$ cat config.mk
export PLATFORM = sky130hd
export DESIGN_NAME = sct_drive_flat
export DESIGN_NICKNAME = d
export VERILOG_FILES = /design/src/include/sct_pkg.sv /design/src/include/sct_link_if.sv /design/src/logic/recovery_timer.sv /design/src/logic/sct_drive.sv /design/src/flat_wrapper.sv
export SDC_FILE = /design/constraint.sdc
export NUM_CORES = 1
export LEC_CHECK = 0
export ABC_AREA = 1
export ABC_CLOCK_PERIOD_IN_PS = 2500
export BUFFER_PORTS_ARGS = -buffer_cell sky130_fd_sc_hd__buf_2
export CAP_MARGIN = 10
export CORE_MARGIN = 1.5
export CORE_UTILIZATION = 45
export CTS_BUF_LIST = sky130_fd_sc_hd__clkbuf_4 sky130_fd_sc_hd__clkbuf_8
export CTS_CLUSTER_DIAMETER = 100
export DETAILED_ROUTE_END_ITERATION = 6
export GPL_TIMING_DRIVEN = 0
export PLACE_DENSITY_LB_ADDON = 0.08
export SETUP_SLACK_MARGIN = 0.5
export SYNTH_ARGS = -nofsm -noshare
export SYNTH_HDL_FRONTEND = slang
export SYNTH_SLANG_ARGS = --single-unit
$ cat constraint.sdc
create_clock -name aclk -period 2.5 [get_ports aclk]
set_input_delay 0 -clock aclk [delete_from_list [all_inputs] [get_ports aclk]]
set_output_delay 0 -clock aclk [all_outputs]
set_load 0.01 [all_outputs]
$ cat src/include/sct_pkg.sv
// Purpose: shared constants and types for the recovery-timer and
//          feature-control key-sector command pair
// Assumes: one 100 MHz clock, synchronous active-low reset
// Notes:   controller register map lives here as well
`default_nettype none

package sct_pkg;

	////////////////////////////////////////////////////////////////////
	// key sector codes
	localparam logic [15:0] ACT_RECOVERY = 16'h0003;
	localparam logic [15:0] ACT_FEATURE  = 16'h0004;
	localparam logic [15:0] FN_SET       = 16'h0001;
	localparam logic [15:0] FN_GET       = 16'h0002;
	localparam logic [15:0] FN_FLAGS     = 16'h0003;
	localparam logic [15:0] SEL_READ     = 16'h0001;
	localparam logic [15:0] SEL_WRITE    = 16'h0002;
	localparam logic [15:0] FEAT_WCACHE  = 16'h0001;
	localparam logic [15:0] FEAT_REORDER = 16'h0002;
	localparam logic [15:0] FEAT_TEMPLOG = 16'h0003;
	localparam logic [15:0] WC_BY_SETF   = 16'h0001;
	localparam logic [15:0] WC_FORCE_ON  = 16'h0002;
	localparam logic [15:0] WC_FORCE_OFF = 16'h0003;
	localparam logic [15:0] RO_ENABLE    = 16'h0001;
	localparam logic [15:0] RO_DISABLE   = 16'h0002;
	localparam logic [15:0] TL_INVALID   = 16'h0000;
	localparam int          FLAG_PERSIST = 0;

	////////////////////////////////////////////////////////////////////
	// reset values and limits
	localparam logic [15:0] LIMIT_RESET  = 16'h0000;
	localparam logic [15:0] LIMIT_MIN    = 16'h0041;
	localparam logic [15:0] FEAT_RESET   = 16'h0001;

	////////////////////////////////////////////////////////////////////
	// task-file answers
	localparam logic [7:0] ERR_OK    = 8'h00;
	localparam logic [7:0] STS_OK    = 8'h50;
	localparam logic [7:0] ERR_ABORT = 8'h04;
	localparam logic [7:0] STS_ERR   = 8'h51;
	localparam logic [7:0] TF_RSVD   = 8'h00;

	////////////////////////////////////////////////////////////////////
	// timing
	localparam int UNIT_MS     = 100;
	localparam int CLK_MHZ     = 100;
	localparam int UNIT_CYCLES = UNIT_MS * 1000 * CLK_MHZ;

	////////////////////////////////////////////////////////////////////
	// command classes seen by the recovery timer
	typedef enum logic [1:0] {
		KIND_NONQUEUED = 2'b00,
		KIND_QUEUED_IO = 2'b01,
		KIND_QUEUED_OO = 2'b10,
		KIND_STREAM    = 2'b11
	} cmd_kind_t;

	////////////////////////////////////////////////////////////////////
	// controller register map (byte offsets)
	localparam logic [7:0] REG_CTRL   = 8'h00;
	localparam logic [7:0] REG_ACTION = 8'h04;
	localparam logic [7:0] REG_FUNC   = 8'h08;
	localparam logic [7:0] REG_SEL    = 8'h0C;
	localparam logic [7:0] REG_VALUE  = 8'h10;
	localparam logic [7:0] REG_FLAGS  = 8'h14;
	localparam logic [7:0] REG_RESULT = 8'h18;
	localparam logic [7:0] REG_STATUS = 8'h1C;
	localparam logic [7:0] REG_ISTAT  = 8'h20;
	localparam logic [7:0] REG_IMASK  = 8'h24;
	localparam int CTRL_GO     = 0;
	localparam int CTRL_HRESET = 1;
	localparam int INT_DONE    = 0;
	localparam int INT_ERROR   = 1;
	localparam logic [1:0] RESP_OKAY   = 2'b00;
	localparam logic [1:0] RESP_SLVERR = 2'b10;

endpackage : sct_pkg

`default_nettype wire

$ cat src/include/sct_link_if.sv
// Purpose: key-sector command link between controller and drive logic
// Assumes: both ends on aclk
// Notes:   one command and one answer outstanding at a time
`timescale 1ns/1ps
`default_nettype none

interface sct_link_if;
	logic        cmd_valid;
	logic        cmd_ready;
	logic [15:0] w_action;
	logic [15:0] w_func;
	logic [15:0] w_sel;
	logic [15:0] w_value;
	logic [15:0] w_flags;
	logic        rsp_valid;
	logic        rsp_ready;
	logic [7:0]  rsp_error;
	logic [7:0]  rsp_count;
	logic [7:0]  rsp_number;
	logic [7:0]  rsp_status;
	logic        hard_reset;

	modport host (
		output cmd_valid, w_action, w_func, w_sel, w_value, w_flags,
		output rsp_ready, hard_reset,
		input  cmd_ready, rsp_valid, rsp_error, rsp_count,
		input  rsp_number, rsp_status
	);

	modport dev (
		input  cmd_valid, w_action, w_func, w_sel, w_value, w_flags,
		input  rsp_ready, hard_reset,
		output cmd_ready, rsp_valid, rsp_error, rsp_count,
		output rsp_number, rsp_status
	);
endinterface : sct_link_if

`default_nettype wire

$ cat src/logic/recovery_timer.sv
// Purpose: counts one error-recovery limit in 100 ms units
// Assumes: start and stop are one-cycle pulses on aclk
// Notes:   a limit of zero never expires
`timescale 1ns/1ps
`default_nettype none

module recovery_timer #(
	parameter int UNIT_CYCLES = sct_pkg::UNIT_CYCLES
) (
	input  wire logic        aclk,
	input  wire logic        aresetn,
	input  wire logic        start,
	input  wire logic        stop,
	input  wire logic [15:0] limit,
	output logic             expired
);

	typedef struct packed {
		logic        run;
		logic [31:0] pre;
		logic [15:0] units;
		logic [15:0] lim;
		logic        expired;
	} tmr_t;

	tmr_t s;
	tmr_t next_s;

	////////////////////////////////////////////////////////////////////
	// prescaler to 100 ms ticks, then unit count against the limit
	always_comb begin
		next_s = s;
		if (start) begin
			next_s.run     = (limit != sct_pkg::LIMIT_RESET);
			next_s.pre     = 32'h0;
			next_s.units   = 16'h0;
			next_s.lim     = limit;
			next_s.expired = 1'b0;
		end else if (stop) begin
			next_s.run = 1'b0;
		end else if (s.run) begin
			next_s.pre = s.pre + 32'h1;
			if (s.pre == 32'(UNIT_CYCLES - 1)) begin
				next_s.pre   = 32'h0;
				next_s.units = s.units + 16'h1;
				if (s.units + 16'h1 >= s.lim) begin
					next_s.expired = 1'b1;
					next_s.run     = 1'b0;
				end
			end
		end
	end

	// state register
	always_ff @(posedge aclk) begin
		if (!aresetn) begin
			s <= '0;
		end else begin
			s <= next_s;
		end
	end

	assign expired = s.expired;

endmodule : recovery_timer

`default_nettype wire

$ cat src/logic/sct_drive.sv
// Purpose: drive-side decoder for recovery-limit and feature commands
// Assumes: key words arrive parallel on the link, same clock
// Notes:   nonvolatile copies survive a hard reset, not aresetn;
//          nv_save tells outside storage to keep a persistent state
`timescale 1ns/1ps
`default_nettype none

// What this block does
// - action 0003h means recovery limit command
// - selection 0001h read timer, 0002h write
// - set value word 3, 100 ms units
// - abort set below 65 units
// - get returns limit low/high in count/number
// - recovery success gives error 00h, status 50h
// - nonqueued timing runs until host completion
// - queued in-order timing starts at execution
// - no timing for streaming or out-of-order queued
// - limits volatile, default zero means disabled
// - action 0004h means feature control command
// - function set, get state, get flags
// - word 2 feature, word 3 state value
// - flag bit 0 set keeps state persistently
// - flag bit 0 clear volatile, hard reset reverts
// - feature answers state or flags, status 50h
// - write cache modes 1,2,3, default 1
module sct_drive #(
	parameter int UNIT_CYCLES = sct_pkg::UNIT_CYCLES
) (
	input  wire logic                aclk,
	input  wire logic                aresetn,
	sct_link_if.dev                  link,
	input  wire logic                op_issue,
	input  wire logic                op_exec,
	input  wire logic                op_done,
	input  wire logic                op_write,
	input  wire sct_pkg::cmd_kind_t  op_kind,
	output logic                     op_timeout,
	output logic [15:0]              read_limit,
	output logic [15:0]              write_limit,
	output logic [15:0]              wcache_mode,
	output logic [15:0]              reorder_state,
	output logic [15:0]              templog_interval,
	output logic                     nv_save,
	output logic [15:0]              nv_code,
	output logic [15:0]              nv_state
);

	////////////////////////////////////////////////////////////////////
	// types and helpers

	typedef enum logic [0:0] {
		ST_IDLE = 1'b0,
		ST_RESP = 1'b1
	} dev_state_t;

	typedef struct packed {
		dev_state_t       st;
		logic [7:0]       err;
		logic [7:0]       cnt;
		logic [7:0]       num;
		logic [7:0]       sts;
		logic [15:0]      rd_lim;
		logic [15:0]      wr_lim;
		logic [2:0][15:0] feat;
		logic [2:0][15:0] nv_feat;
		logic [2:0]       pflag;
		logic [2:0]       nv_pflag;
		logic             nv_save;
		logic [15:0]      nv_code;
		logic [15:0]      nv_state;
	} dev_t;

	dev_t s;
	dev_t next_s;

	// feature code to slot; 2'd3 marks an unknown code
	function automatic logic [1:0] feat_slot(input logic [15:0] code);
		unique case (code)
			sct_pkg::FEAT_WCACHE:  feat_slot = 2'd0;
			sct_pkg::FEAT_REORDER: feat_slot = 2'd1;
			sct_pkg::FEAT_TEMPLOG: feat_slot = 2'd2;
			default:               feat_slot = 2'd3;
		endcase
	endfunction : feat_slot

	// legal state value for a given feature slot
	function automatic logic state_ok(input logic [1:0] slot,
		input logic [15:0] v);
		unique case (slot)
			2'd0: state_ok = (v == sct_pkg::WC_BY_SETF) ||
				(v == sct_pkg::WC_FORCE_ON) ||
				(v == sct_pkg::WC_FORCE_OFF);
			2'd1: state_ok = (v == sct_pkg::RO_ENABLE) ||
				(v == sct_pkg::RO_DISABLE);
			2'd2: state_ok = (v != sct_pkg::TL_INVALID);
			default: state_ok = 1'b0;
		endcase
	endfunction : state_ok

	////////////////////////////////////////////////////////////////////
	// command decode and answer

	logic [1:0] slot;
	logic       sel_ok;
	logic [15:0] sel_lim;

	// decode of the word fields used by both commands
	always_comb begin
		slot    = feat_slot(link.w_sel);
		sel_ok  = (link.w_sel == sct_pkg::SEL_READ) ||
			(link.w_sel == sct_pkg::SEL_WRITE);
		sel_lim = (link.w_sel == sct_pkg::SEL_WRITE) ? s.wr_lim :
			s.rd_lim;
	end

	// next-state logic: one command, one answer
	always_comb begin
		next_s         = s;
		next_s.nv_save = 1'b0;
		if (link.hard_reset) begin
			next_s.rd_lim = sct_pkg::LIMIT_RESET;
			next_s.wr_lim = sct_pkg::LIMIT_RESET;
			next_s.feat   = s.nv_feat;
			next_s.pflag  = s.nv_pflag;
		end
		unique case (s.st)
			ST_IDLE: begin
				if (link.cmd_valid) begin
					next_s.st  = ST_RESP;
					// anything not matched below is aborted
					next_s.err = sct_pkg::ERR_ABORT;
					next_s.sts = sct_pkg::STS_ERR;
					next_s.cnt = sct_pkg::TF_RSVD;
					next_s.num = sct_pkg::TF_RSVD;
					if (link.w_action == sct_pkg::ACT_RECOVERY &&
						sel_ok) begin
						if (link.w_func == sct_pkg::FN_SET &&
							link.w_value >= sct_pkg::LIMIT_MIN) begin
							next_s.err = sct_pkg::ERR_OK;
							next_s.sts = sct_pkg::STS_OK;
							if (link.w_sel == sct_pkg::SEL_WRITE) begin
								next_s.wr_lim = link.w_value;
							end else begin
								next_s.rd_lim = link.w_value;
							end
						end else if (link.w_func == sct_pkg::FN_GET) begin
							next_s.err = sct_pkg::ERR_OK;
							next_s.sts = sct_pkg::STS_OK;
							next_s.cnt = sel_lim[7:0];
							next_s.num = sel_lim[15:8];
						end
					end else if (link.w_action == sct_pkg::ACT_FEATURE &&
						slot != 2'd3) begin
						if (link.w_func == sct_pkg::FN_SET &&
							state_ok(slot, link.w_value)) begin
							next_s.err = sct_pkg::ERR_OK;
							next_s.sts = sct_pkg::STS_OK;
							next_s.feat[slot] = link.w_value;
							next_s.pflag[slot] =
								link.w_flags[sct_pkg::FLAG_PERSIST];
							if (link.w_flags[sct_pkg::FLAG_PERSIST]) begin
								next_s.nv_feat[slot]  = link.w_value;
								next_s.nv_pflag[slot] = 1'b1;
								next_s.nv_save  = 1'b1;
								next_s.nv_code  = link.w_sel;
								next_s.nv_state = link.w_value;
							end
						end else if (link.w_func == sct_pkg::FN_GET) begin
							next_s.err = sct_pkg::ERR_OK;
							next_s.sts = sct_pkg::STS_OK;
							next_s.cnt = s.feat[slot][7:0];
							next_s.num = s.feat[slot][15:8];
						end else if (link.w_func == sct_pkg::FN_FLAGS) begin
							next_s.err = sct_pkg::ERR_OK;
							next_s.sts = sct_pkg::STS_OK;
							// only the persist bit is defined
							next_s.cnt = {7'h00, s.pflag[slot]};
							next_s.num = 8'h00;
						end
					end
				end
			end
			ST_RESP: begin
				if (link.rsp_ready) begin
					next_s.st = ST_IDLE;
				end
			end
		endcase
	end

	// state register; aresetn stands for a power cycle
	always_ff @(posedge aclk) begin
		if (!aresetn) begin
			s          <= '0;
			s.st       <= ST_IDLE;
			s.rd_lim   <= sct_pkg::LIMIT_RESET;
			s.wr_lim   <= sct_pkg::LIMIT_RESET;
			s.feat     <= {3{sct_pkg::FEAT_RESET}};
			s.nv_feat  <= {3{sct_pkg::FEAT_RESET}};
		end else begin
			s <= next_s;
		end
	end

	////////////////////////////////////////////////////////////////////
	// link and user outputs

	assign link.cmd_ready  = (s.st == ST_IDLE);
	assign link.rsp_valid  = (s.st == ST_RESP);
	assign link.rsp_error  = s.err;
	assign link.rsp_count  = s.cnt;
	assign link.rsp_number = s.num;
	assign link.rsp_status = s.sts;

	assign read_limit       = s.rd_lim;
	assign write_limit      = s.wr_lim;
	assign wcache_mode      = s.feat[0];
	assign reorder_state    = s.feat[1];
	assign templog_interval = s.feat[2];
	assign nv_save          = s.nv_save;
	assign nv_code          = s.nv_code;
	assign nv_state         = s.nv_state;

	////////////////////////////////////////////////////////////////////
	// recovery timing of host commands

	logic timer_start;

	// start point depends on command class
	always_comb begin
		unique case (op_kind)
			sct_pkg::KIND_NONQUEUED: timer_start = op_issue;
			sct_pkg::KIND_QUEUED_IO: timer_start = op_exec;
			sct_pkg::KIND_QUEUED_OO: timer_start = 1'b0;
			sct_pkg::KIND_STREAM:    timer_start = 1'b0;
		endcase
	end

	// one timer; the command's direction picks the limit
	recovery_timer #(
		.UNIT_CYCLES (UNIT_CYCLES)
	) u_timer (
		.aclk    (aclk),
		.aresetn (aresetn),
		.start   (timer_start),
		.stop    (op_done),
		.limit   (op_write ? s.wr_lim : s.rd_lim),
		.expired (op_timeout)
	);

endmodule : sct_drive

`default_nettype wire

$ cat src/flat_wrapper.sv
// flat-port wrapper written by rule: the top's interface ports become plain ports
module sct_drive_flat 
#(
	parameter int UNIT_CYCLES = sct_pkg::UNIT_CYCLES
)
  (aclk, aresetn, op_issue, op_exec, op_done, op_write, op_kind, op_timeout, read_limit, write_limit, wcache_mode, reorder_state, templog_interval, nv_save, nv_code, nv_state, link_cmd_valid, link_w_action, link_w_func, link_w_sel, link_w_value, link_w_flags, link_rsp_ready, link_hard_reset, link_cmd_ready, link_rsp_valid, link_rsp_error, link_rsp_count, link_rsp_number, link_rsp_status);
  sct_link_if link_i ();
  input  wire logic aclk;
  input  wire logic aresetn;
  input  wire logic op_issue;
  input  wire logic op_exec;
  input  wire logic op_done;
  input  wire logic op_write;
  input  wire sct_pkg::cmd_kind_t op_kind;
  output logic op_timeout;
  output logic [15:0] read_limit;
  output logic [15:0] write_limit;
  output logic [15:0] wcache_mode;
  output logic [15:0] reorder_state;
  output logic [15:0] templog_interval;
  output logic nv_save;
  output logic [15:0] nv_code;
  output logic [15:0] nv_state;
  input wire logic [$bits(link_i.cmd_valid)-1:0] link_cmd_valid;
  input wire logic [$bits(link_i.w_action)-1:0] link_w_action;
  input wire logic [$bits(link_i.w_func)-1:0] link_w_func;
  input wire logic [$bits(link_i.w_sel)-1:0] link_w_sel;
  input wire logic [$bits(link_i.w_value)-1:0] link_w_value;
  input wire logic [$bits(link_i.w_flags)-1:0] link_w_flags;
  input wire logic [$bits(link_i.rsp_ready)-1:0] link_rsp_ready;
  input wire logic [$bits(link_i.hard_reset)-1:0] link_hard_reset;
  output wire logic [$bits(link_i.cmd_ready)-1:0] link_cmd_ready;
  output wire logic [$bits(link_i.rsp_valid)-1:0] link_rsp_valid;
  output wire logic [$bits(link_i.rsp_error)-1:0] link_rsp_error;
  output wire logic [$bits(link_i.rsp_count)-1:0] link_rsp_count;
  output wire logic [$bits(link_i.rsp_number)-1:0] link_rsp_number;
  output wire logic [$bits(link_i.rsp_status)-1:0] link_rsp_status;
  assign link_i.cmd_valid = link_cmd_valid;
  assign link_i.w_action = link_w_action;
  assign link_i.w_func = link_w_func;
  assign link_i.w_sel = link_w_sel;
  assign link_i.w_value = link_w_value;
  assign link_i.w_flags = link_w_flags;
  assign link_i.rsp_ready = link_rsp_ready;
  assign link_i.hard_reset = link_hard_reset;
  assign link_cmd_ready = link_i.cmd_ready;
  assign link_rsp_valid = link_i.rsp_valid;
  assign link_rsp_error = link_i.rsp_error;
  assign link_rsp_count = link_i.rsp_count;
  assign link_rsp_number = link_i.rsp_number;
  assign link_rsp_status = link_i.rsp_status;
  sct_drive #(.UNIT_CYCLES(UNIT_CYCLES)) u_core (.aclk(aclk), .aresetn(aresetn), .link(link_i), .op_issue(op_issue), .op_exec(op_exec), .op_done(op_done), .op_write(op_write), .op_kind(op_kind), .op_timeout(op_timeout), .read_limit(read_limit), .write_limit(write_limit), .wcache_mode(wcache_mode), .reorder_state(reorder_state), .templog_interval(templog_interval), .nv_save(nv_save), .nv_code(nv_code), .nv_state(nv_state));
endmodule
After elaboration in Yosys (flattened, before gate mapping)
Index checks and enable logic that the tools add are counted.
- multiplexer cells: 52
- equal/unequal tests: 18
- reductions and logical operators: 20
- bitwise operators: 8
- add/subtract/negate cells: 2
- order comparisons: 4
- operators with widths (cell ; count):
    135-bit 2-to-1 mux ; 3
    200-bit 2-to-1 mux ; 1
    167-bit 2-to-1 mux ; 1
    49-bit 2-to-1 mux ; 3
    16-bit 2-to-1 mux ; 8
    32-bit 2-to-1 mux ; 4
    16-bit by 2-bit equality test with 1-bit output (second input constant) ; 7
    48-bit bitwise mux ; 2
    48-bit 2-to-1 mux ; 2
    27-bit 2-to-1 mux ; 3
    80-bit 2-to-1 mux ; 1
    16-bit by 1-bit equality test with 1-bit output (second input constant) ; 3
    36-bit 2-to-1 mux ; 1
    32-bit by 1-bit adder with 32-bit output (second input constant) ; 1
    16-bit binary-select mux with 2-bit select ; 1
    16-bit demux with 2-bit select ; 1
    32-bit by 24-bit equality test with 1-bit output (second input constant) ; 1
    8-bit 2-to-1 mux ; 4
    16-bit nonzero test ; 2
    16-bit by 1-bit adder with 16-bit output (second input constant) ; 1
    16-bit by 3-bit equality test with 1-bit output (second input constant) ; 1
    16-bit >= comparator ; 1
    16-bit by 7-bit >= comparator with 1-bit output (second input constant) ; 1
    1-bit 2-to-1 mux ; 9
    23 further kinds ; 42
- bits in registers: 266
- word-level logic and storage cells: 127
- output and inout port bits: 148
- input bits: 91

Logic depth before layout (Yosys ltp)
Gate-level depths: netlist (run 1).
- depth after elaboration: 14
- depth in mapped cells: 17
- gate-level depth less buffers: 17

Cells and area by module
A second synthesis (run 1) with hierarchy kept.
- cells, all modules: 1895
- area, all modules: 13656.8 µm²
- by module, submodules not included (module ; instances ; cells an instance ; area an instance (µm²) ; seq. area each (µm²)):
    sct_drive ; 1 ; 1308 ; 9723.1 ; 3723.6
    recovery_timer ; 1 ; 587 ; 3933.8 ; 1321.3

Worst setup path before layout (run 1)
No wires, ideal clock.
- path kind: flip-flop to flip-flop
- from: register u_core.u_timer.s[19] (netlist bit)
- to: register u_core.u_timer.s[65] (netlist bit)
- period minus slack after synthesis: 2.510 ns
- arrival: 2.378 ns
- setup time: 0.132 ns
- buffers on the path: 0
- cell stages (with the launch flop): 17
- setup slack: -0.010 ns
- required time: 2.368 ns
- cell sequence: dfxtp_1 nand3_1 nor3_1 nand3_1 nor2_1 nand4_1 xnor2_1 ha_1 nand2_1 inv_1 nand3_1 nor3_1 nand3_1 nand3_1 nand2_1 nand2_1 a21oi_1
- cells in the longest elaborated chain, start to end: 7
- ends and longest elaborated chain (item ; RTL line ; RTL):
    from (decl) ; recovery_timer.sv:26 ; tmr_t s;
    from (signal assigned) ; recovery_timer.sv:59 ; s <= next_s;
    16-bit by 1-bit adder with 16-bit output ; recovery_timer.sv:46 ; if (s.units + 16'h1 >= s.lim) begin
    16-bit >= comparator ; recovery_timer.sv:46 ;
    1-bit 2-to-1 mux ; recovery_timer.sv:46 ;
    49-bit 2-to-1 mux ; recovery_timer.sv:43 ; if (s.pre == 32'(UNIT_CYCLES - 1)) begin
    49-bit 2-to-1 mux ; recovery_timer.sv:41 ; end else if (s.run) begin
    1-bit 2-to-1 mux ; recovery_timer.sv:39 ; end else if (stop) begin
    49-bit 2-to-1 mux ; recovery_timer.sv:33 ; if (start) begin
No other way between the ends.
A chain may end at the register's enable or synchronous reset.

Worst setup path after layout (run 1)
- from: register u_core.u_timer.s[17] (netlist bit)
- to: register u_core.u_timer.s[65] (netlist bit)
Same word-level chain as after synthesis.

==> metrics.txt, run 1 <==
status complete, no violations; crit path kind reg -> reg; first-pass GRT wire length 68600 um; IO buf count 210; number of remaining DRC errors 0; max-capacitance violation count 0; clk root buf clkbuf_8; Max Slew Vio Count 0; Final Critical Period 2.47 ns; die width 175 um; power after layout 9.12 mW; maximum vdd drop 0.414 mV; grt met2 use 46.6%; # IOs 239; Slew @ Worst Pin 0.808 ns; final hold slack 0.0278 ns; initial antenna violation count 1; Slew headroom 46.1%; gpl congestion 1.00; Async SR Flop Fraction 0%; die area 0.0307 sq mm; Crit. End Element flop; Worst Hold Class in -> reg; synthesized area 0.0133 sq mm; largest net degree at the start of global routing 12; vias post-DR 13411; ys flop type dfxtp_1; met3 GRT Util 4.29%; EDFF count, synth 0; H-tree depth 2; total wire length 45400 um; largest area contributor in the netlist dfxtp_1; Yosys top cell area share 37.8%; crit-path max FO 3; footprint of the multi-input gates 0.00613 sq mm; final instance area 0.0168 sq mm; GR peak layer met2; unrepaired setup endpoints after global routing true; Worst-path clk slew 0.06 ns; Synth Register Bits 252; Leak 8.31 nW; fraction of layout cells with a size suffix above 1 26.8%; GRT Total Usage 28.9%; total CTS buffers 46; 1st-pass router iterations 5; final period utilization 98.9%; CP cell instances ha_4, nand3_4, nor2_4, nand4_1, nor2_2, buf_4, xor2_1, inv_1, ha_4, nand3_4, nor3_4, nand3_2, nand3_2, nand2_1, nand2_1, a21oi_2; f_max 0.404 GHz; Worst-Skew Late Latency 0.57 ns; Final Skew 0.0245 ns; DP Worst Slack -0.217 ns; GR Util met1 39.4%; yosys warns 0; CP Launch Type flop; Final WS setup 0.0266 ns; sequential share of the synthesized area 37.8%; grt ovf 0; top post-synthesis cells by area dfxtp_1 (38%), buf_4 (8.2%), nand2_1 (8.1%); syn avg cell area 6.94 sq um; Worst Path Arrival 2.88 ns; FF/Latch Area 0.00506 sq mm; DR iter-0 viols 1202; clock sinks 252; TritonCTS clock tree built; Layout fillers 2881; CP max stage delay 0.38 ns; CP max-delay cell dfxtp_4; CTS max path bufs 3; power per cell area 542 mW/mm^2; Area after DPL 0.0150 sq mm; Final setup viols 0; Post-Synthesis Cells 1921; vias per cell 5.02; total negative setup slack 0 ns; area grow syn2layout 26.2%; Die Ht 175 um; WL per Instance 17.0 um; Core Footprint 0.0289 sq mm; detailed placer's ending HPWL 33900 um; vias in the first global route 12438; Critical Path RT 2.91 ns; antenna viol nets, final 0; synth unique cells 50; num rows 62; Starting Density 46.1%; final net count 2357; Hold Fails Final Rpt 0
==> cell usage after synthesis, types with 3 or more instances <==
master / number
buf_1: 9
inv_2: 15
nand2_1: 287
buf_4: 145
nor2_1: 278
nor3b_1: 3
dfxtp_1: 252
o21ai_2: 10
a22o_1: 5
a211oi_1: 10
nand2_2: 6
a21oi_1: 78
xor2_1: 20
ha_1: 18
a31oi_1: 10
o21ai_1: 19
o2111ai_1: 16
nor4_1: 8
nand3_1: 144
buf_2: 17
buf_6: 6
nor2_4: 5
xnor2_1: 7
o21ai_0: 153
nor3_1: 25
clkbuf_1: 52
inv_1: 262
nand4_1: 21
nand3_2: 4
o211ai_1: 11
==> per-stage QoR <==
stage,util [%],std cells
4_1_cts,56.9,2655
5_1_grt,58.2,2670
6_report,58.2,2670
3_5_place_dp,51.7,2526
3_3_place_gp,51.7,2526
2_1_floorplan,-,1932
==> worst paths after layout <==
kind	to	cells past startpoint	startpoint	slack [ns]
setup / recovery	u_core.u_timer.s[65]	16	u_core.u_timer.s[17]	0.03
hold / removal	u_core.link.rsp_status[0]	7	link_w_action[0]	0.03
setup reg to reg	u_core.u_timer.s[65]	16	u_core.u_timer.s[17]	0.03
hold reg to reg	u_core.nv_code[14]	2	u_core.nv_code[14]	0.45
==> cells in the final DEF, fill, tap and decap left out, types with 4 or more instances in the layout <==
master and n:
nand3_1 135, buf_6 8, nand2_4 4, dfxtp_1 246, a211oi_1 10, buf_4 176, clkbuf_1 47, inv_1 258
nor2_4 12, nor3_1 21, clkbuf_4 18, o21ai_0 147, buf_1 7, nor2_2 13, conb_1 12, o211ai_1 11
o21ai_2 10, nand2_1 279, a31oi_1 10, nand4_1 21, nor3_4 4, dlygate4sd3_1 29, a21oi_1 76, nor4_1 5
nand3_4 5, o2111ai_1 16, xor2_1 20, xnor2_1 4, nand2_2 11, o21ai_1 25, nand3_2 9, clkinv_2 9
nor2_1 260, a22o_1 5, clkbuf_8 58, buf_2 222, inv_2 18, ha_1 16
==> cells by family after synthesis <==
logic type | Yosys count | share of synthesized area, %
buffers and inverters | 507 | 18.9
multiplexers | 1 | 0.0751
other | 1 | 0.0281
AO/OA/AOI/OAI | 320 | 13.5
AND/OR/NAND/NOR | 795 | 26.2
XOR/XNOR | 27 | 1.77
adder cells (fa/ha/maj) | 18 | 1.69
flip-flops | 252 | 37.8
==> report_power, final <==
group / total [mW] / internal, mW / switching [mW] / leakage [nW]
clock: 4.22 / 2.44 / 1.78 / 0.545
combinational: 0.785 / 0.296 / 0.489 / 5.72
sequential: 4.11 / 4.07 / 0.0443 / 2.04
total: 9.12 / 6.81 / 2.31 / 8.31
==> metal layers <==
layer,up-vias,share of wire [%]
met5,-,0
met4,0,3.2
met3,105,8.3
met2,558,45
met1,6090,44
li1,6658,-
==> cell type report <==
type	instances	share of cell area (%)
Clock inverter	10	0.446
Tap cell	384	2.86
Buffer	229	8.95
Timing Repair Buffer	268	9.50
Clock buffer	75	5.50
Multi-Input combinational cell	1173	36.4
Inverter	278	6.22
Antenna cell	1	0.0149
Sequential cell	252	30.1
==> repair_timing <==
action | 4_1_cts | 5_1_grt
hold buffers | 29 | 2
endpoints found under the setup margin | 140 | 209
endpoints found under the hold margin | 119 | 4
pin swaps | 23 | 25
cloned | 0 | 1
gates resized for setup | 30 | 82
buffers inserted | 15 | 12
==> critical path, delay by kind of cell, from the launching register on <==
kind | cells | cell delay [ns]
AO/OA/AOI/OAI | 1 | 0.06
XOR/XNOR | 1 | 0.14
adder cells (fa/ha/maj) | 2 | 0.44
buffers and inverters | 2 | 0.24
flip-flops | 1 | 0.38
AND/OR/NAND/NOR | 10 | 1.06
No activity file was read; power rests on OpenSTA's default activity.
==> run 2: changes to the inputs <==
--- a/config.mk
+++ b/config.mk
@@ -10,11 +10,10 @@
 export BUFFER_PORTS_ARGS = -buffer_cell sky130_fd_sc_hd__buf_2
 export CAP_MARGIN = 10
 export CORE_MARGIN = 1.5
-export CORE_UTILIZATION = 45
+export CORE_UTILIZATION = 53
 export CTS_BUF_LIST = sky130_fd_sc_hd__clkbuf_4 sky130_fd_sc_hd__clkbuf_8
 export CTS_CLUSTER_DIAMETER = 100
 export DETAILED_ROUTE_END_ITERATION = 6
-export GPL_TIMING_DRIVEN = 0
 export PLACE_DENSITY_LB_ADDON = 0.08
 export SETUP_SLACK_MARGIN = 0.5
 export SYNTH_ARGS = -nofsm -noshare
==> metrics.txt, run 2 (same netlist as run 1, synthesis figures left out) <==
status complete, no violations; total negative setup slack 0 ns (unchanged); final net count 2155 (-8.6%); cell family with most CP delay simple AND/OR/NAND/NOR gates; CP max-delay cell dfxtp_2; total wire length 39700 um (-13%); die width 162 um (-7.7%); Leak 7.48 nW (-9.9%); fraction of layout cells with a size suffix above 1 21.4% (-5.4 points); Core Footprint 0.0245 sq mm (-15%); Final Util 63.1% (+4.9 points); Hold Fails Final Rpt 0 (unchanged); power per cell area 590 mW/mm^2 (+8.8%); GR Util met1 38.2% (-1.2 points); CTS max path bufs 3 (unchanged); CP cell instances inv_1, nor3_4, nand3_2, nor2_4, nand4_1, xnor2_2, ha_1, nand2_1, inv_1, nand3_2, nor3_2, nand3_1, nand3_2, nand2_1, nand2_1, a21oi_2; GRT Total Usage 29.8% (+0.95 points); IO buf count 211 (+0.48%); grt met2 use 49.3% (+2.7 points); met3 GRT Util 5.52% (+1.2 points); Die Ht 162 um (-7.7%); Final WS setup 0.0944 ns (+0.0678 ns); Final setup viols 0 (unchanged); die area 0.0261 sq mm (-15%); Slew headroom 47.4% (+1.3 points); Final Skew 0.0335 ns (+0.00905 ns); GR peak layer met2; total CTS buffers 45 (-2.2%); initial antenna violation count 0 (-1); Worst-Skew Late Latency 0.57 ns (about the same); H-tree depth 2 (unchanged); Max Slew Vio Count 0 (unchanged); DR iter-0 viols 1093 (-9.1%); num rows 57 (-8.1%); CP Launch Type flop; Slew @ Worst Pin 0.789 ns (-0.0189 ns); Worst Hold Class in -> reg; Crit. End Element flop; final period utilization 96.2% (-2.7 points); Placed Cells 2272 (-10%); crit-path max FO 3 (unchanged); fin cells 2406 (-9.9%); grt ovf 0 (unchanged); WL per Instance 16.5 um (-3.0%); first-pass GRT wire length 61300 um (-11%); crit path kind reg -> reg; Final Critical Period 2.41 ns (-0.0678 ns); most frequent cells in the layout nand2_1 (283), nor2_1 (266), inv_1 (260); unrepaired setup endpoints after global routing true; 1st-pass router iterations 5 (unchanged); # IOs 239 (unchanged); Worst-path clk slew 0.06 ns (about the same); vias post-DR 12458 (-7.1%); gpl congestion 0.922 (-8.0%); n_diodes 0 (-1); Starting Density 54.3% (+8.3 points); f_max 0.416 GHz (+2.8%); vias in the first global route 11572 (-7.0%); number of remaining DRC errors 0 (unchanged); largest net degree at the start of global routing 185 (+173); commonest non-fill, non-tap cell in the layout nand2_1; final hold slack 0.0172 ns (-0.0105 ns); clock sinks 252 (unchanged); maximum vdd drop 0.414 mV (about the same); max-capacitance violation count 0 (unchanged); DP Worst Slack -0.0238 ns (+0.193 ns); clk root buf clkbuf_8; Critical Path RT 2.93 ns (+0.02 ns); Worst Path Arrival 2.84 ns (-0.04 ns); CP max stage delay 0.35 ns (-0.03 ns); detailed placer's ending HPWL 27400 um (-19%); antenna viol nets, final 0 (unchanged); area grow syn2layout 16.1%; TritonCTS clock tree built; vias per cell 5.18 (+3.1%); CP Buf/Inv Count 2 (unchanged)
==> run 2: cell types whose count changed in the layout (fill, tap and decap cells not counted), moves of 6 or more <==
cell	before	now
buf_4	176	46
buf_2	222	209
buf_1	7	0
clkbuf_1	47	0
nor2_1	260	266
==> run 2: metal layers <==
metal  vias up  part of all wire [%]
met5         -                     0
met4         0                   3.3
met3        86                   6.8
met2       437                    47
met1      5685                    43
li1       6250                     -
==> run 2: worst paths after layout <==
kind	end	from	slack [ns]	cells past startpoint
setup / recovery	u_core.u_timer.s[65]	u_core.u_timer.s[20]	0.09	16
hold / removal	u_core.u_timer.s[12]	op_issue	0.02	5
setup reg to reg	u_core.u_timer.s[65]	u_core.u_timer.s[20]	0.09	16
hold reg to reg	u_core.nv_code[10]	u_core.nv_code[10]	0.45	2
==> run 2: power breakdown <==
part,leakage (nW),switching [mW],internal (mW)
Combinational,4.89,0.429,0.234
Clock,0.553,1.76,2.59
Sequential,2.04,0.0388,4.07
Total,7.48,2.23,6.89
==> run 2: layout make-up <==
class / count / area [sq um]
fillers: 2369 / 9060
multi-input cells: 1173 / 6040
flip-flops and latches: 252 / 5060
repair buffers: 296 / 1870
inverters: 278 / 1050
clock buffers: 74 / 943
well taps: 324 / 405
clock inverters: 9 / 97.6
==> run 2: worst min-delay path, stage by stage <==
cell	delay (ns)
buf_2	0.07
nand2_1	0.04
nand2_1	0.07
buf_4	0.25
a211oi_1	0.10
==> run 2: what timing repair did <==
item | in CTS | in global routing
buffers inserted | 4 | 16
resized for setup | 13 | 39
hold endpoints to repair | 112 | 10
endpoints found under the setup margin | 5 | 149
cloned | 0 | 1
pin swaps | 18 | 16
hold buffers | 30 | 2
==> run 2: through the flow <==
stage	power, mW	instance area, sq um
2_1_floorplan	4.60	13400
3_3_place_gp	4.79	13700
3_5_place_dp	4.80	13700
4_1_cts	9.16	15100
5_1_grt	9.46	15500
6_report	9.13	15500
